===== config.mk =====
export PLATFORM = sky130hd
export DESIGN_NAME = gigabit_serdes_comma_align
export DESIGN_NICKNAME = d
export VERILOG_FILES = /design/src/common/serdes_align_pkg.sv /design/src/core/serdes_rx_pin_sync.sv /design/src/core/serdes_tx_serializer.sv /design/src/core/gigabit_serdes_comma_align.sv
export VERILOG_INCLUDE_DIRS = /design/src /design/src/common
export SDC_FILE = /design/constraint.sdc
export NUM_CORES = 1
export LEC_CHECK = 0
export ABC_CLOCK_PERIOD_IN_PS = 2510
export BUFFER_PORTS_ARGS = -buffer_cell sky130_fd_sc_hd__buf_2
export CAP_MARGIN = 10
export CORE_MARGIN = 1
export CORE_UTILIZATION = 47
export DETAILED_ROUTE_END_ITERATION = 6
export GPL_ROUTABILITY_DRIVEN = 0
export PLACE_DENSITY = 0.84
export REMOVE_ABC_BUFFERS = 1
export SYNTH_ARGS = -nofsm -noshare
export SYNTH_HDL_FRONTEND = slang
export SYNTH_SLANG_ARGS = --single-unit

===== constraint.sdc =====
create_clock -name clk_sys -period 2.51 [get_ports clk_sys]
set_input_delay 0.502 -clock clk_sys [delete_from_list [all_inputs] [get_ports clk_sys]]
set_output_delay 0.502 -clock clk_sys [all_outputs]
set_load 0.01 [all_outputs]

===== src/common/serdes_align_regs.svh =====
// Register offsets, field positions, reset values and bit-time counts of the aligner
`ifndef SERDES_ALIGN_REGS_SVH
`define SERDES_ALIGN_REGS_SVH

// ***************************************************************
// Register map (byte addresses on the bus)
// ***************************************************************
`define REG_CTRL_OFS 8'h00
`define REG_STATUS_OFS 8'h04
`define REG_COMMA_CNT_OFS 8'h08

// ***************************************************************
// Control field positions and reset value
// ***************************************************************
`define CTRL_LOOP_BIT 0
`define CTRL_ALIGN_BIT 1
`define CTRL_LOCKREF_BIT 2
`define CTRL_WIDTH 3
`define CTRL_RESET 3'h6

// ***************************************************************
// Word and timing counts, in serial bit times
// ***************************************************************
`define WORD_LAST 4'h9
`define CLK_PHASE_LAST 4'h9
`define SYNC_POINT 4'h3
`define SYNC_HIGH_BITS 3'h5
`define COMMA_WORD 10'h17C

`endif


===== src/common/serdes_align_pkg.sv =====
// Types shared by the serializer, the pin synchroniser and the aligner top
`include "serdes_align_regs.svh"

package serdes_align_pkg;

    // Control bits as stored in the control register
    typedef struct packed {
        logic lockRefN;    // Low forces the receive timing onto the reference
        logic alignEn;     // Comma search and word alignment on
        logic loopback_enable;      // Internal loopback on
    } ctrl_t;

    // One differential serial pin pair
    typedef struct packed {
        logic pos;         // True side
        logic neg;         // Complement side
    } serial_pair_t;

    // Byte clock generator mode
    typedef enum logic {
        CLK_RUN,
        CLK_STRETCH
    } clk_mode_t;

    // True when a ten-bit window holds the alignment character
    function automatic logic is_comma(input logic [9:0] w);
        return w == `COMMA_WORD;
    endfunction

endpackage


===== src/core/serdes_rx_pin_sync.sv =====
// Three-stage synchroniser for the differential serial receive pins
`timescale 1ns/1ps
`default_nettype none

module serdes_rx_pin_sync (
    input wire logic clk_sys,                          // System clock
    input wire logic rst_n,                            // Synchronous reset, active low
    input wire serdes_align_pkg::serial_pair_t pinIn,  // Raw pin pair
    output serdes_align_pkg::serial_pair_t pinOut      // Synchronised pin pair
);

    // ***************************************************************
    // Synchroniser stages
    // ***************************************************************
    serdes_align_pkg::serial_pair_t s1Q, s2Q, s3Q;     // Stage flops
    serdes_align_pkg::serial_pair_t outQ, outD;        // Accepted level

    // Each stage holds one serial bit; an agreement filter would swallow single-bit runs
    always_comb begin
        outD = s3Q;
    end

    // Register the stages; the first is read only by the second
    always_ff @(posedge clk_sys) begin
        if (!rst_n) begin
            s1Q <= '{pos: 1'h0, neg: 1'h1};
            s2Q <= '{pos: 1'h0, neg: 1'h1};
            s3Q <= '{pos: 1'h0, neg: 1'h1};
            outQ <= '{pos: 1'h0, neg: 1'h1};
        end else begin
            s1Q <= pinIn;
            s2Q <= s1Q;
            s3Q <= s2Q;
            outQ <= outD;
        end
    end

    assign pinOut = outQ;

endmodule

`default_nettype wire


===== src/core/serdes_tx_serializer.sv =====
// Transmit word register, times-ten bit sequencer and serial line driver
`timescale 1ns/1ps
`default_nettype none
`include "serdes_align_regs.svh"

module serdes_tx_serializer (
    input wire logic clk_sys,                          // System clock, one bit time
    input wire logic rst_n,                            // Synchronous reset, active low
    input wire logic refTick,                          // Reference rising edge, one-cycle
    input wire logic [9:0] txWord,                     // Word to capture
    input wire logic loopback_enable,                           // Loopback holds the line static
    output logic txBit,                                // Current serial bit
    output logic [3:0] bitIdx,                         // Position of current bit in word
    output serdes_align_pkg::serial_pair_t txLine      // Differential line outputs
);

    // ***************************************************************
    // Shift register and bit counter
    // ***************************************************************
    logic [9:0] shiftQ, shiftD;                        // Bits still to send
    logic [3:0] idxQ, idxD;                            // Bit position
    serdes_align_pkg::serial_pair_t lineQ, lineD;      // Registered line levels

    // Capture on the reference edge, then shift one bit per bit time
    always_comb begin
        if (refTick) begin
            shiftD = txWord;
            idxD = 4'h0;
        end else begin
            shiftD = {1'h0, shiftQ[9:1]};
            idxD = (idxQ == `WORD_LAST) ? 4'h0 : idxQ + 4'h1;
        end
        if (loopback_enable) begin
            lineD = '{pos: 1'h0, neg: 1'h1};
        end else begin
            lineD = '{pos: shiftQ[0], neg: ~shiftQ[0]};
        end
    end

    // Register the serializer state
    always_ff @(posedge clk_sys) begin
        if (!rst_n) begin
            shiftQ <= 10'h000;
            idxQ <= 4'h0;
            lineQ <= '{pos: 1'h0, neg: 1'h1};
        end else begin
            shiftQ <= shiftD;
            idxQ <= idxD;
            lineQ <= lineD;
        end
    end

    assign txBit = shiftQ[0];
    assign bitIdx = idxQ;
    assign txLine = lineQ;

endmodule

`default_nettype wire


===== src/core/gigabit_serdes_comma_align.sv =====
// Ten-bit serdes core: comma alignment, byte clocks, sync pulse, loopback, bus registers
// One clk_sys cycle stands for one serial bit time; ten cycles are one word.
`timescale 1ns/1ps
`default_nettype none
`include "serdes_align_regs.svh"

module gigabit_serdes_comma_align (
    input wire logic clk_sys,                          // System clock, 25 MHz
    input wire logic rst_n,                            // Synchronous reset, active low
    input wire logic [7:0] wb_adr_i,                   // Bus byte address
    input wire logic [31:0] wb_dat_i,                  // Bus write data
    input wire logic [3:0] wb_sel_i,                   // Bus byte enables
    input wire logic wb_we_i,                          // Bus write
    input wire logic wb_cyc_i,                         // Bus cycle
    input wire logic wb_stb_i,                         // Bus strobe
    output logic [31:0] wb_dat_o,                      // Bus read data
    output logic wb_ack_o,                             // Bus acknowledge
    input wire logic ref_clock,                        // Reference edge, one-cycle pulse
    input wire logic [9:0] tx_data,                    // Transmit word
    input wire serdes_align_pkg::serial_pair_t serial_rx, // Receive pin pair
    output serdes_align_pkg::serial_pair_t serial_tx,  // Transmit pin pair
    output logic [9:0] rx_data,                        // Received word
    output logic rx_byte_clock_a,                      // Odd byte clock
    output logic rx_byte_clock_b,                      // Even byte clock
    output logic comma_detect                          // Comma found pulse
);

    // ***************************************************************
    // Transmit path and pin synchroniser
    // ***************************************************************
    serdes_align_pkg::ctrl_t ctrlQ, ctrlD;             // Control register
    serdes_align_pkg::serial_pair_t rxPins;            // Synchronised receive pins
    logic txBit;                                       // Bit being sent
    logic [3:0] txIdx;                                 // Transmit bit position

    serdes_tx_serializer serdes_tx_serializer_inst (
        .clk_sys(clk_sys),
        .rst_n(rst_n),
        .refTick(ref_clock),
        .txWord(tx_data),
        .loopback_enable(ctrlQ.loopback_enable),
        .txBit(txBit),
        .bitIdx(txIdx),
        .txLine(serial_tx)
    );

    serdes_rx_pin_sync serdes_rx_pin_sync_inst (
        .clk_sys(clk_sys),
        .rst_n(rst_n),
        .pinIn(serial_rx),
        .pinOut(rxPins)
    );

    // ***************************************************************
    // Receive word assembly and alignment
    // ***************************************************************
    logic rxBit;                                       // Bit entering the receiver
    logic [9:0] winQ, winD;                            // Last ten bits, earliest at 0
    logic [3:0] rxPosQ, rxPosD;                        // Bit position in word
    logic [3:0] posNext;                               // Free-running next position
    logic parityQ, parityD;                            // Presented word is byte 1 or 3
    logic [9:0] rxDataQ, rxDataD;                      // Presented word
    logic matchNow;                                    // Comma seen in window
    logic wordDone;                                    // Window taken as a word
    logic adjust;                                      // Clock phase must move

    // Source select, comma search and word boundary
    always_comb begin
        if (ctrlQ.loopback_enable) begin
            rxBit = txBit;
        end else begin
            rxBit = rxPins.pos & ~rxPins.neg;
        end
        winD = {rxBit, winQ[9:1]};
        posNext = (rxPosQ == `WORD_LAST) ? 4'h0 : rxPosQ + 4'h1;
        matchNow = ctrlQ.alignEn && ctrlQ.lockRefN
            && serdes_align_pkg::is_comma(winQ);
        wordDone = (rxPosQ == `WORD_LAST) || matchNow;
        rxDataD = wordDone ? winQ : rxDataQ;
        rxPosD = wordDone ? 4'h0 : posNext;
        parityD = wordDone ? ~parityQ : parityQ;
        adjust = 1'h0;
        if (matchNow) begin
            parityD = 1'h0;
            adjust = (rxPosQ != `WORD_LAST) || !parityQ;
        end
        if (!ctrlQ.lockRefN) begin
            rxPosD = txIdx;
            adjust = (txIdx != posNext);
        end
    end

    // Register the receive word state
    always_ff @(posedge clk_sys) begin
        if (!rst_n) begin
            winQ <= 10'h000;
            rxPosQ <= 4'h0;
            parityQ <= 1'h1;
            rxDataQ <= 10'h000;
        end else begin
            winQ <= winD;
            rxPosQ <= rxPosD;
            parityQ <= parityD;
            rxDataQ <= rxDataD;
        end
    end

    // ***************************************************************
    // Byte clock generator
    // ***************************************************************
    serdes_align_pkg::clk_mode_t modeQ, modeD;         // Running or stretching
    logic clkBQ, clkBD;                                // Even byte clock level
    logic [3:0] halfCntQ, halfCntD;                    // Cycles in current phase
    logic syncPoint;                                   // Place for an even-clock rise

    // Phases are ten bit times; a stretch only holds a level longer
    always_comb begin
        syncPoint = !parityQ && (rxPosQ == `SYNC_POINT);
        modeD = modeQ;
        clkBD = clkBQ;
        halfCntD = (halfCntQ == `CLK_PHASE_LAST) ? halfCntQ : halfCntQ + 4'h1;
        case (modeQ)
            serdes_align_pkg::CLK_RUN: begin
                if (halfCntQ == `CLK_PHASE_LAST) begin
                    clkBD = ~clkBQ;
                    halfCntD = 4'h0;
                end
            end
            serdes_align_pkg::CLK_STRETCH: begin
                if (halfCntQ == `CLK_PHASE_LAST) begin
                    if (clkBQ) begin
                        clkBD = 1'h0;
                        halfCntD = 4'h0;
                    end else if (syncPoint) begin
                        clkBD = 1'h1;
                        halfCntD = 4'h0;
                        modeD = serdes_align_pkg::CLK_RUN;
                    end
                end
            end
            default: begin
                modeD = serdes_align_pkg::CLK_STRETCH;
            end
        endcase
        if (adjust) begin
            modeD = serdes_align_pkg::CLK_STRETCH;
        end
    end

    // Register the clock generator
    always_ff @(posedge clk_sys) begin
        if (!rst_n) begin
            modeQ <= serdes_align_pkg::CLK_STRETCH;
            clkBQ <= 1'h0;
            halfCntQ <= 4'h0;
        end else begin
            modeQ <= modeD;
            clkBQ <= clkBD;
            halfCntQ <= halfCntD;
        end
    end

    // ***************************************************************
    // Comma detect pulse
    // ***************************************************************
    logic pendQ, pendD;                                // Comma word awaits its clock
    logic [2:0] syncCntQ, syncCntD;                    // Pulse cycles left
    logic [15:0] commaCntQ, commaCntD;                 // Pulses emitted
    logic pulseStart;                                  // Pulse begins now

    // The pulse starts with the even clock rise of the comma word
    always_comb begin
        pulseStart = pendQ && clkBD && !clkBQ;
        pendD = pendQ;
        if (pulseStart || wordDone) begin
            pendD = 1'h0;
        end
        if (wordDone && matchNow) begin
            pendD = 1'h1;
        end
        syncCntD = (syncCntQ != 3'h0) ? syncCntQ - 3'h1 : 3'h0;
        commaCntD = commaCntQ;
        if (pulseStart) begin
            syncCntD = `SYNC_HIGH_BITS;
            commaCntD = commaCntQ + 16'h0001;
        end
        if (!ctrlQ.alignEn) begin
            pendD = 1'h0;
            syncCntD = 3'h0;
        end
    end

    // Register the pulse state
    always_ff @(posedge clk_sys) begin
        if (!rst_n) begin
            pendQ <= 1'h0;
            syncCntQ <= 3'h0;
            commaCntQ <= 16'h0000;
        end else begin
            pendQ <= pendD;
            syncCntQ <= syncCntD;
            commaCntQ <= commaCntD;
        end
    end

    // ***************************************************************
    // Bus slave
    // ***************************************************************
    logic ackQ, ackD;                                  // Acknowledge
    logic [31:0] rdQ, rdD;                             // Read data
    logic reqNew;                                      // Fresh request

    // Answer one cycle after the request; a write lands on the ack edge
    always_comb begin
        reqNew = wb_cyc_i && wb_stb_i && !ackQ;
        ackD = reqNew;
        rdD = rdQ;
        ctrlD = ctrlQ;
        if (reqNew) begin
            case (wb_adr_i)
                `REG_CTRL_OFS: rdD = {29'h0, ctrlQ};
                `REG_STATUS_OFS: rdD = {24'h0, comma_detect, modeQ, parityQ, 1'h0, rxPosQ};
                `REG_COMMA_CNT_OFS: rdD = {16'h0000, commaCntQ};
                default: rdD = 32'h0000_0000;
            endcase
        end
        if (wb_cyc_i && wb_stb_i && ackQ && wb_we_i && wb_sel_i[0]
            && wb_adr_i == `REG_CTRL_OFS) begin
            ctrlD = wb_dat_i[`CTRL_WIDTH-1:0];
        end
    end

    // Register the bus state
    always_ff @(posedge clk_sys) begin
        if (!rst_n) begin
            ackQ <= 1'h0;
            rdQ <= 32'h0000_0000;
            ctrlQ <= `CTRL_RESET;
        end else begin
            ackQ <= ackD;
            rdQ <= rdD;
            ctrlQ <= ctrlD;
        end
    end

    // ***************************************************************
    // Outputs
    // ***************************************************************
    assign wb_ack_o = ackQ;
    assign wb_dat_o = rdQ;
    assign rx_data = rxDataQ;
    assign rx_byte_clock_b = clkBQ;
    assign rx_byte_clock_a = ~clkBQ;
    assign comma_detect = (syncCntQ != 3'h0);

    // ***************************************************************
    // Checks
    // ***************************************************************
    logic [3:0] phaseLenQ;                             // Cycles since clock b changed

    always_ff @(posedge clk_sys) begin
        if (!rst_n || (clkBD != clkBQ)) begin
            phaseLenQ <= 4'h0;
        end else if (phaseLenQ != 4'hF) begin
            phaseLenQ <= phaseLenQ + 4'h1;
        end
    end
endmodule

`default_nettype wire


# Word level (Yosys, flattened, before mapping)
# Cells that the tools add are included.
[word_totals] reg_bits=111 inputBits=62
[classes] n_reduce_logical=28 n_eq_ne=9 add_sub_neg=5 mux=29 n_bitwise=9
[ops] op="$pmux 16 s3" n=1
[ops] op="$mux 4" n=8
[ops] op="$add 16x1->16 const B" n=1
[ops] op="$mux 1" n=15
[ops] op="$add 4x1->4 const B" n=3
[ops] op="$eq 4x4->1 const B" n=3
[ops] op="$logic_and 1x1->1" n=12
[ops] op="$eq 10x9->1 const B" n=1
[ops] op="$mux 9" n=1
[ops] op="$eq 8x3->1 const B" n=1
[ops] op="$eq 8x4->1 const B" n=1
[ops] op="$logic_not 8->1" n=1
[ops] op="$not 1->1" n=8
[ops] op="$pmux 4 s2" n=1
[ops] op="$mux 3" n=2
[ops] op="$eq 4x2->1 const B" n=1
[ops] op="$ne 4x4->1" n=1
[ops] op="$ne 4x4->1 const B" n=1
[ops] op="$reduce_and 2->1" n=2
[ops] op="$reduce_bool 2->1" n=2
[ops] op="$reduce_or 2->1" n=2
[ops] op="$reduce_or 4->1" n=1
[ops] op="$logic_not 1->1" n=3
[ops] op="$logic_or 1x1->1" n=3
[ops] op="5 further kinds" n=5

# Depth between registers and ports, before layout
# Gate-level depths: netlist (run 1).
[logic_depth] depth_word=11 ltp_mapped=9 ltp_nobuf=8

# By module
# From an unflattened synthesis (run 1), not the netlist that was laid out.
[unflattened] cells_unflattened=433 area_unflattened_um2=4030.1
[by_module_without_submodules] mod="gigabit_serdes_comma_align" n_inst=1 area_each_um2=3229.3 seq_area_each_um2=1421.4 cells_each=364
[by_module_without_submodules] mod="serdes_tx_serializer" n_inst=1 area_each_um2=590.6 seq_area_each_um2=320.3 cells_each=53
[by_module_without_submodules] mod="serdes_rx_pin_sync" n_inst=1 area_each_um2=210.2 seq_area_each_um2=160.2 cells_each=16

# Worst setup path after synthesis (run 1)
# No wires, ideal clock.
[synth_timing] path_kind="flip-flop to flip-flop" from="register halfCntQ[1]" to="register halfCntQ[0]" path_stages_with_launch=9 setup_slack_ns=0.649 t_arrival_ns=1.791 required_time_ns=2.440 cell_sequence="dfxtp_1 inv_1 ha_1 and3b_1 buf_2 inv_1 ha_1 or4_1 a21oi_1"
[synth_between] elab_chain_len=6 elab_cells_between_ends=7 cone_classes="eq/ne: 1; mux: 6"
[synth_lines] item="start: declaration" line_no="gigabit_serdes_comma_align.sv:113" source="logic [3:0] halfCntQ, halfCntD;"
[synth_lines] item="start signal: assignment" line_no="gigabit_serdes_comma_align.sv:159" source="halfCntQ <= halfCntD;"
[synth_lines] item="$eq 4x4->1 (no source line) *"
[synth_lines] item="$mux 4" line_no="gigabit_serdes_comma_align.sv:121" source="halfCntD = (halfCntQ == `CLK_PHASE_LAST) ? halfCntQ : halfCntQ + 4'h1;"
[synth_lines] item="$mux 4" line_no="gigabit_serdes_comma_align.sv:134" source="end else if (syncPoint) begin"
[synth_lines] item="$mux 4" line_no="gigabit_serdes_comma_align.sv:131" source="if (clkBQ) begin"
[synth_lines] item="$mux 4" line_no="gigabit_serdes_comma_align.sv:130" source="if (halfCntQ == `CLK_PHASE_LAST) begin"
[synth_lines] item="$pmux 4 s2 *" line_no="gigabit_serdes_comma_align.sv:122" source="case (modeQ)"
# Mark *: on every way between the ends. The rest lies on a longest branch, timed or not.
# A chain may end at the register's enable or synchronous reset.

# Worst setup path in the final report (run 1)
[layout_timing] from="register halfCntQ[0]" to="register halfCntQ[0]"
[layout_between] elab_chain_len=6 elab_cells_between_ends=8 cone_classes="add/sub: 1; eq/ne: 1; mux: 6"
[layout_lines] item="$add 4x1->4 or $eq 4x4->1 (tied branches)"
[layout_lines] item="$mux 4" line_no="gigabit_serdes_comma_align.sv:121"
[layout_lines] item="$mux 4" line_no="gigabit_serdes_comma_align.sv:134"
[layout_lines] item="$mux 4" line_no="gigabit_serdes_comma_align.sv:131"
[layout_lines] item="$mux 4" line_no="gigabit_serdes_comma_align.sv:130"
[layout_lines] item="$pmux 4 s2 *" line_no="gigabit_serdes_comma_align.sv:122"
# Marked as above.

==> impl_results.md, run 1 <==
* Status: finished, violations left
* Failing checks: DRC
* Synth cell types at 48
* Critical-path cell list: ha_1 > and3b_1 > inv_1 > ha_1 > or4_1 > a21oi_1
* Worst Path Arrival at between 2000 and 2500 ps
* Fin Setup TNS at 0 ps
* TritonCTS Buffers at 9
* DP Wirelength at around 5.5 mm
* Starting DRT DRC Count at 90
* Tightest Hold Check Type: input pin to flop
* Post-synth top flop: dfxtp_1
* Top post-synthesis cells by count: 95 x dfxtp_1, 64 x nor2_1, 24 x mux2i_1
* Leak at approximately 2 nW
* Buffers on Ports at roughly 60
* # rows at 33
* Finished Cell Area at 4520 µm²
* Post-CTS sizing at 0
* Clock root buffer: clkbuf_8
* Hold_buf cts at 0
* Buf/Inv on CP at 1
* Flop pwr share at 55.2%
* Initial antenna violation count at 0
* Sw Share at ~22%
* Total congestion overflow at 0
* Final Non-Filler Cells at a little under 600
* DIE AREA at approximately 9000 µm²
* Max_cap viols at 0
* Crit share post-route at between 80% and 90%
* WP data required at between 2000 and 3000 ps
* Syn Std Cell Area at 3940 µm²
* Slowest CP cell: or4_1
* Switching Power at 0.624 mW
* Post-DP Area at 4300 µm²
* Inst Count DP at 575
* Die Wd at 93.5 µm
* Post-synth ARST share at 0%
* Total Wirelength at between 7 and 8 mm
* Avg Cell Area, Syn at 9.31 µm²
* RSZ-0062 raised after global routing: false
* DR DRC count at 2
* Die Height at slightly above 90 µm
* Share of layout cells above drive strength 1 at 18.5%
* Largest net degree at the start of global routing at 38
* Core area at approximately 8200 µm²
* GRT Total Usage at about a fifth
* Final Setup Violations at 0
* IO Count at between 100 and 150
* Global-route wire length before repair at between 10 and 15 mm
* Synth Warn # at 0
* Endpoints failing hold at 0
* Cell Pwr Density at 621 nW/µm²
* Setup CP Type: flop to flop
* Synth area leaders: dfxtp_1 48%, mux2i_1 6.1%, nor2_1 6.1%
* Worst IR drop on VDD at between 0.0004 and 0.0005 V
* Yosys reg bits at 95
* NumNets Final at ~550
* CP peak stage delay at about 510 ps
* Most common cell in the netlist: dfxtp_1
* Vias in the first global route at approximately 2900
* Clk sinks at 95
* Clock Power Share at between 30% and 40%
* Post-synth top area share at 48.3%
* Critical path peak fanout at 9
* Post-synthesis sequential area ratio at 48.3%
* Slew HR at between 50% and 60%
* Crit path top cell by count: ha_1
* Reg clk slew, reported paths at about 90 ps
* Final ANT Viol Nets at 0
* Synth-to-layout area growth at 14.7%
* Setup crit end kind: flop
* FMAX at 493 MHz
* Area leader, netlist: dfxtp_1
* Number of flops mapped to enable cells by yosys at 0
* Startpoint Class: flop
* Longest Clk Path Bufs at 2
* Number of detailed-routing iterations run before antenna repair at 6
* Slew at the pin closest to its max-slew limit at 623 ps
* Drt wl/cell at roughly 13 µm
* ANT cells at 0
* Post-DR vias/cell at 5.20
* Critical path's top delay family: simple AND/OR/NAND/NOR gates
* H-Tree Depth at 3
* CTS tree: done
* Min Tclk post-route at 2030 ps
* Max-slew violations at 0
* Vias at slightly above 3000
* Starting Density at between 40% and 50%
* Combinational Power Share at under 10%
* Internal Power at ~2.2 mW
* Post-CTS setup buffer count at 0
* Clk_lat worst skew at 370 ps
* Cells after Synth at around 420
* Clock Skew at about 10 ps
-- layout by cell type, fill, tap and decap left out, types with 6 or more instances in the layout --
master / netlist / final
conb_1: 1 / 16
nor2_1: 64 / 64
buf_4: 17 / 6
inv_1: 12 / 12
o21ai_0: 15 / 15
clkbuf_8: 0 / 10
buf_2: 2 / 61
xnor2_1: 7 / 7
a22oi_1: 16 / 16
nand2b_1: 9 / 9
and2_1: 13 / 13
and3_1: 9 / 9
nand3_1: 14 / 14
xor2_1: 14 / 14
nand4_1: 6 / 6
ha_1: 8 / 8
dfxtp_1: 95 / 95
mux2i_1: 24 / 24
a21oi_1: 14 / 14
nand2_1: 20 / 20
-- cell type report --
type,count,area [µm²]
Clock buffer,12,145
Clock inverter,4,77.6
Fill cell,732,3660
Inverter,13,48.8
Multi-Input combinational cell,294,1840
Sequential cell,95,1900
Tap cell,105,131
Timing Repair Buffer,68,370
-- cell families (layout without fill, tap and decap cells) --
| group | after synthesis | in the layout | share of synthesized area, % |
|---|---|---|---|
| AOI/OAI and AO/OA | 59 | 59 | 10.2 |
| and+or+nand+nor | 166 | 166 | 21.8 |
| adders and majority gates | 8 | 8 | 2.54 |
| muxes | 24 | 24 | 6.10 |
| DFF | 95 | 95 | 48.3 |
| xor gates and xnor gates | 21 | 21 | 4.67 |
| other | 1 | 16 | 0.0952 |
| buffers and inverters | 49 | 97 | 6.35 |
-- per-stage QoR --
| step | setup slack, ps | util, % | power (mW) | hold slack (ps) |
|---|---|---|---|---|
| 2_1_floorplan | 689 | - | 1.66 | 386 |
| 3_3_place_gp | 584 | 52.5 | 1.72 | 393 |
| 3_5_place_dp | 527 | 52.5 | 1.73 | 397 |
| 4_1_cts | 511 | 55.3 | 2.83 | 288 |
| 5_1_grt | 372 | 55.3 | 2.92 | 286 |
| 6_report | 483 | 55.3 | 2.81 | 305 |
-- final timing paths --
check / slack (ps) / depth (start not counted) / endpoint / start
worst max-delay path: 480 / 6 / halfCntQ[0]$_SDFF_PN0_ / halfCntQ[0]$_SDFF_PN0_
worst min-delay path: 310 / 2 / serdes_rx_pin_sync_inst.s1Q[0]$_SDFF_PN1_ / serial_rx[0]
worst max register to register: 480 / 6 / halfCntQ[0]$_SDFF_PN0_ / halfCntQ[0]$_SDFF_PN0_
worst min register to register: 410 / 1 / serdes_rx_pin_sync_inst.pinOut[0]$_SDFF_PN1_ / serdes_rx_pin_sync_inst.outD[0]$_SDFF_PN1_
-- layer usage --
layer  wire length [µm]  part of all wire (%)  track usage, %
met1               3400                    44            21.3
met2               3740                    49            32.5
met3                463                   6.0            7.48
met4                 95                   1.2            6.41
met5                  0                     0               0
-- flip-flops by register name, indices dropped and copies added, names as in the netlist, 3 cells and up --
signal,cells
syncCntQ,3
serdes_tx_serializer_inst.shiftQ,10
wb_dat_o,16
halfCntQ,4
commaCntQ,16
rx_data,10
winQ,10
serdes_tx_serializer_inst.bitIdx,4
ctrlQ,3
rxPosQ,4
-- power groups by stage --
stage,Clock [mW],Sequential [mW],Combinational (mW)
after floorplan,0,1.58,0.0813
after global placement,0,1.58,0.134
after detailed placement,0,1.58,0.141
after CTS,1.14,1.55,0.141
after global routing,1.21,1.55,0.159
final,1.12,1.55,0.140
-- worst register-to-register path, cell delays in order, from the launching register on --
cell and delay (ps):
dfxtp_1 400, ha_1 160, and3b_1 320, inv_1 150
ha_1 290, or4_1 510, a21oi_1 150
Note: power is estimated with default switching activity, not from simulation.
==> run 2, diff against run 1 <==
Settings changed: ABC_CLOCK_PERIOD_IN_PS 2510 to 2000.
Clock period 2.51 ns to 2 ns, I/O delays scaled along.
==> impl_results.md, run 2 (synthesis gave the netlist of run 1 again) <==
* R2R setup slack at 110 ps (-370 ps)
* Post-Place Setup Slack at 55.5 ps (-472 ps)
* Hold path start: serial_rx[0]
* Worst Path Arrival at 2200 ps (-140 ps)
* Reg clk slew, reported paths at 100 ps (about the same)
* Post-route core utilization at 55.2% (about the same)
* Critical path peak fanout at 9 (unchanged)
* Crit share post-route at 94.5% (+14 points)
* Number of detailed-routing iterations run before antenna repair at 5 (-1)
* Vias in the first global route at 3034 (+3.9%)
* Die Height at 93.5 µm (unchanged)
* Cell Pwr Density at 737 nW/µm² (+19%)
* WHS Path Cells at 2 (unchanged)
* Core area at 8180 µm² (unchanged)
* CTS tree: done
* Global-route wire length before repair at 13.2 mm (+3.8%)
* RSZ-0062 raised after global routing: false
* Startpoint Class: flop
* Max-slew violations at 0 (unchanged)
* Post-DR vias/cell at 5.26 (+1.2%)
* Status: finished, final reports clean
* Initial antenna violation count at 0 (unchanged)
* IO Count at 110 (unchanged)
* Drt wl/cell at 13.0 µm (-0.17%)
* DR DRC count at 0 (-2)
* Buffers on Ports at 61 (unchanged)
* Finished Cell Area at 4510 µm² (about the same)
* TritonCTS Buffers at 9 (unchanged)
* Hold WS at 210 ps (-94.5 ps)
* Fin Setup TNS at 0 ps (unchanged)
* Share of layout cells above drive strength 1 at 20.0% (+1.5 points)
* Max_cap viols at 0 (unchanged)
* Post-DP Area at 4330 µm² (+0.70%)
* Leak at 2.00 nW (+0.37%)
* Final WS setup at 109 ps (-374 ps)
* # rows at 33 (unchanged)
* Hold endpoint: serdes_rx_pin_sync_inst.s1Q[0]$_SDFF_PN1_
* Reg2reg end: halfCntQ[0]$_SDFF_PN0_
* FMAX at 529 MHz (+7.2%)
* Internal Power at 2.48 mW (+14%)
* Sw Share at 25.4% (+3.2 points)
* Vias at 3131 (+1.9%)
* DIE AREA at 8750 µm² (unchanged)
* Synth-to-layout area growth at 14.6% (about the same)
* Commonest non-fill, non-tap cell in the layout: dfxtp_1
* Largest net degree at the start of global routing at 42 (+11%)
* Final ANT Viol Nets at 0 (unchanged)
* Critical Path Start: halfCntQ[0]$_SDFF_PN0_
* H-Tree Depth at 3 (unchanged)
* ANT cells at 0 (unchanged)
* Total Wirelength at 7.74 mm (+0.51%)
* Clock Power Share at 36.2% (-3.6 points)
* Die Wd at 93.5 µm (unchanged)
* Flop pwr share at 58.5% (+3.3 points)
* Setup crit end kind: flop
* Final Setup Violations at 0 (unchanged)
* Slew HR at 51.8% (-6.4 points)
* Post-CTS setup buffer count at 0 (unchanged)
* Switching Power at 0.846 mW (+36%)
* Total congestion overflow at 0 (unchanged)
* Clk_lat worst skew at 370 ps (about the same)
* Longest Clk Path Bufs at 2 (unchanged)
* GRT Total Usage at 19.4% (+0.46 points)
* DP Wirelength at 5.56 mm (+0.88%)
* Tightest Hold Check Type: input pin to flop
* Clock Skew at 10.8 ps (+0.576 ps)
* Clock root buffer: clkbuf_8
* Cells on worst reg2reg path at 6 (unchanged)
* Min Tclk post-route at 1890 ps (-136 ps)
* Starting Density at 48.2% (unchanged)
* Worst IR drop on VDD at 0.000573 V (+32%)
* Setup CP Type: flop to flop
* Starting DRT DRC Count at 140 (+56%)
* Combinational Power Share at 5.3% (+0.3 points)
* NumNets Final at 555 (+0.73%)
* Clk sinks at 95 (unchanged)
* R2r startpoint: halfCntQ[0]$_SDFF_PN0_
* Endpoints failing hold at 0 (unchanged)
* Commonest non-fill, non-tap cells in the layout: 94 x dfxtp_1, 64 x nor2_1, 61 x buf_2
* WP data required at 2310 ps (-510 ps)
* Slew at the pin closest to its max-slew limit at 722 ps (+98.1 ps)
[run 2: repair_timing]
| item | in CTS | in global routing |
|---|---|---|
| gates resized for setup | 0 | 3 |
| hold buffers | 0 | 0 |
| setup endpoints to repair | 0 | 4 |
[run 2: power groups by stage]
stage | Combinational [mW] | Clock, mW | Sequential, mW
6_report | 0.176 | 1.20 | 1.95
5_1_grt | 0.199 | 1.34 | 1.95
4_1_cts | 0.177 | 1.23 | 1.95
3_5_place_dp | 0.176 | 0 | 1.99
3_3_place_gp | 0.168 | 0 | 1.99
2_1_floorplan | 0.102 | 0 | 1.98
[run 2: layout make-up]
type                            count  area [µm²]
Multi-Input combinational cell    294        1850
Clock buffer                       10         128
Inverter                           13        48.8
Sequential cell                    95        1900
Timing Repair Buffer               72         400
Tap cell                          105         131
Fill cell                         737        3660
Clock inverter                      6        57.6
[run 2: worst max-delay path by stage]
stage | end | slack (ps) | depth (start not counted)
floorplan | halfCntQ[0]$_SDFF_PN0_ | 180 | 6
global placement | halfCntQ[0]$_SDFF_PN0_ | 130 | 6
detailed placement | halfCntQ[0]$_SDFF_PN0_ | 60 | 6
CTS | halfCntQ[0]$_SDFF_PN0_ | 20 | 6
global route | halfCntQ[0]$_SDFF_PN0_ | 1 | 6
finish | halfCntQ[0]$_SDFF_PN0_ | 110 | 6
[run 2: worst max-delay path, stage by stage, from the launching register on]
cell and delay [ps]:
dfxtp_1 400, ha_1 170, and3b_2 270, inv_1 80, ha_1 270, or4_1 490, a21oi_1 140
[run 2: routing by layer]
layer / vias up / wire length [µm] / track usage, % / share of wire [%]
met5: - / 0 / 0 / 0
met4: 0 / 82 / 6.54 / 1.1
met3: 10 / 487 / 6.67 / 6.3
met2: 112 / 3860 / 34.7 / 50
met1: 1466 / 3310 / 21.3 / 43
li1: 1543 / - / - / -
[run 2: metrics by stage]
step | power, mW | std cells
after floorplan | 2.09 | 402
after global placement | 2.16 | 579
after detailed placement | 2.16 | 579
after CTS | 3.36 | 595
after global routing | 3.49 | 595
final | 3.33 | 595
==> run 3, diff against run 2 <==
Settings changed: ABC_AREA set to 1, ABC_CLOCK_PERIOD_IN_PS 2000 to 2100, PLACE_DENSITY 0.84 to 0.83.
Clock period 2 ns to 2.1 ns, I/O delays scaled along.
==> impl_results.md, run 3 <==
* Status: finished, final reports clean
* Max_cap viols at 0 (unchanged)
* Synth-to-layout area growth at 11.9%
* DIE AREA at 9420 µm² (+7.6%)
* Leak at 2.21 nW (+11%)
* Reg clk slew, reported paths at 100 ps (about the same)
* Critical path's top delay family: buffers and inverters
* Area leader, netlist: dfxtp_1
* Xor/xnor share of the synthesized area at 2.06% (-2.6 points)
* Post-CTS sizing at 0 (unchanged)
* Startpoint Class: flop
* Largest family of logic cells by synthesized area: simple AND/OR/NAND/NOR gates
* CP peak stage delay at 310 ps (-180 ps)
* CTS tree: done
* Max-slew violations at 0 (unchanged)
* Share of layout cells above drive strength 1 at 17.0% (-3.0 points)
* Global-route wire length before repair at 15.1 mm (+14%)
* Commonest non-fill, non-tap cell in the layout: nand2_1
* Met2 Usage GRT at 33.1% (-1.6 points)
* Post-Place Setup Slack at 427 ps (+372 ps)
* Slowest CP cell: dfxtp_1
* Yosys reg bits at 95 (unchanged)
* Synth Warn # at 0 (unchanged)
* Critical path peak fanout at 3 (-6)
* H-Tree Depth at 3 (unchanged)
* Die Height at 97.0 µm (+3.7%)
* Clk sinks at 95 (unchanged)
* Storage cell area at 1900 µm² (about the same)
* Largest net degree at the start of global routing at 38 (-9.5%)
* Starting DRT DRC Count at 331 (+140%)
* Post-synth top flop: dfxtp_1
* FMAX at about 570 MHz
* Critical-path cell list: inv_1 > ha_1 > inv_1 > nor2_1 > inv_1 > buf_2
* Hold WS at 233 ps (+22.1 ps)
* Worst IR drop on VDD at 0.000361 V (-37%)
* Die Wd at 97.0 µm (+3.7%)
* Hold_buf cts at 0 (unchanged)
* Crit path top cell by count: inv_1
* Number of flops mapped to enable cells by yosys at 0 (unchanged)
* Worst Path Arrival at 1330 ps (-870 ps)
* Simple-gate share of the synthesized area at 30.4% (+8.7 points)
* Clk_lat worst skew at 360 ps (about the same)
* Slew at the pin closest to its max-slew limit at 495 ps (-226 ps)
* GRT Total Usage at 19.3% (-0.099 points)
* IO Count at 110 (unchanged)
* Starting Density at 48.7% (+0.50 points)
* Total Wirelength at 8.77 mm (+13%)
* Avg Cell Area, Syn at 7.36 µm² (-21%)
* NumNets Final at 706 (+27%)
* Number of detailed-routing iterations run before antenna repair at 5 (unchanged)
* Vias in the first global route at 3425 (+13%)
* Complex-gate fraction of the synthesized area at 9.96% (-0.24 points)
* GRT busiest layer: met2
* Final ANT Viol Nets at 0 (unchanged)
* DP Wirelength at 6.15 mm (+11%)
* Post-DR vias/cell at 5.08 (-3.4%)
* Slew HR at 66.8% (+15 points)
* Setup crit end kind: output pin
* Min Tclk post-route at ~1700 ps
* Post-synthesis sequential area ratio at 44.8% (-3.5 points)
* Clock Skew at 12.0 ps (+1.22 ps)
* Syn Std Cell Area at 4250 µm² (+7.8%)
* Post-synth ARST share at 0% (unchanged)
* Area of the multi-input gates at 1960 µm² (+6.4%)
* Tightest Hold Check Type: input pin to flop
* DR DRC count at 0 (unchanged)
* Final WS setup at 350 ps (+241 ps)
* TritonCTS Buffers at 9 (unchanged)
* Commonest non-fill, non-tap cells in the layout: 155 x nand2_1, 95 x dfxtp_1, 65 x nor2_1
* Buf/Inv on CP at 4 (+3)
* Most common cell in the netlist: nand2_1
* Synth cell types at 40 (-17%)
* Setup CP Type: flop to output pin
* ANT cells at 0 (unchanged)
* GR Layer Usage met3 at 4.05% (-2.6 points)
* Crit share post-route at about 83%
* Post-synth top area share at 44.8% (-3.5 points)
* Synth area leaders: dfxtp_1 45%, nand2_1 14%, nor2_1 5.7%
* Total congestion overflow at 0 (unchanged)
* GR Layer Usage met1 at 24.0% (+2.8 points)
* Cells after Synth at 577 (+36%)
* Fill cell count at 786 (+6.6%)
* Final Setup Violations at 0 (unchanged)
* Longest Clk Path Bufs at 2 (unchanged)
* Top post-synthesis cells by count: 155 x nand2_1, 95 x dfxtp_1, 65 x nor2_1
* Cell Pwr Density at 676 nW/µm² (-8.2%)
* Drt wl/cell at 11.7 µm (-10%)
* Endpoints failing hold at 0 (unchanged)
* Buffers on Ports at 61 (unchanged)
* Core area at 8720 µm² (+6.7%)
* Vias at 3807 (+22%)
* Post-CTS setup buffer count at 0 (unchanged)
* Clock root buffer: clkbuf_8
* Fin Setup TNS at 0 ps (unchanged)
* WP data required at 1680 ps (-630 ps)
* Initial antenna violation count at 0 (unchanged)
* RSZ-0062 raised after global routing: false
* Area share of fa/ha/maj cells after synthesis at 2.36% (-0.18 points)
* # rows at 34 (+3.0%)
* Multiplexer share of the synthesized area at 0% (-6.1 points)
[run 3: changes by cell type after synthesis, moves of 15 or more]
cell	change
nand2_1	+135
inv_1	+36
nand3_1	+29
a21oi_1	+27
mux2i_1	-24
a22oi_1	-15
[run 3: metal layers]
metal / part of all wire, % / vias to the layer above
li1: - / 1929
met1: 45 / 1731
met2: 47 / 133
met3: 5.9 / 14
met4: 1.8 / 0
met5: 0 / -
[run 3: worst paths after layout]
check	startpoint	endpoint	slack (ps)	cells after the start
setup / recovery	syncCntQ[0]$_SDFF_PN0_	comma_detect	350	6
hold / removal	serial_rx[1]	serdes_rx_pin_sync_inst.s1Q[1]$_SDFF_PN0_	230	3
setup reg to reg	halfCntQ[0]$_SDFF_PN0_	commaCntQ[10]$_SDFFE_PN0P_	420	9
hold reg to reg	serdes_rx_pin_sync_inst.s2Q[1]$_SDFF_PN0_	serdes_rx_pin_sync_inst.outD[1]$_SDFF_PN0_	420	2
[run 3: final cells by class]
type	count	share of cell area, %
Multi-Input combinational cell	408	41.3
Sequential cell	95	40.0
Timing Repair Buffer	68	7.53
Inverter	54	4.29
Clock buffer	10	2.90
Tap cell	108	2.84
Clock inverter	6	1.08
[run 3: per-stage QoR]
stage,power [mW],area [µm²],util (%),cells
after global placement,2.10,4560,52.3,733
after CTS,3.22,4750,54.5,749
after global routing,3.35,4750,54.5,749
final,3.21,4750,54.5,749
after floorplan,2.02,4070,-,557
after detailed placement,2.11,4560,52.3,733
[run 3: logic make-up after synthesis]
| logic type | after synthesis |
|---|---|
| simple gates | 294 |
| flops | 95 |
| buf+inv | 89 |
| compound gates | 80 |
| xor+xnor | 10 |
| fa+ha+maj | 8 |
| other cells | 1 |
[run 3: worst reg2reg max path, cell delays in order (launching register included)]
cell and delay, ps:
dfxtp_1 420, ha_1 230, nand3b_4 110, nor2_2 170, nand3_2 170, buf_4 210
nor2_2 100, nand2_1 70, nand2_1 70, nor2_1 40
[run 3: where the power goes]
group	switching [mW]	internal [mW]	total, mW
clock network	0.664	0.479	1.14
registers	0.0251	1.84	1.87
logic	0.126	0.0765	0.203
total	0.815	2.40	3.21
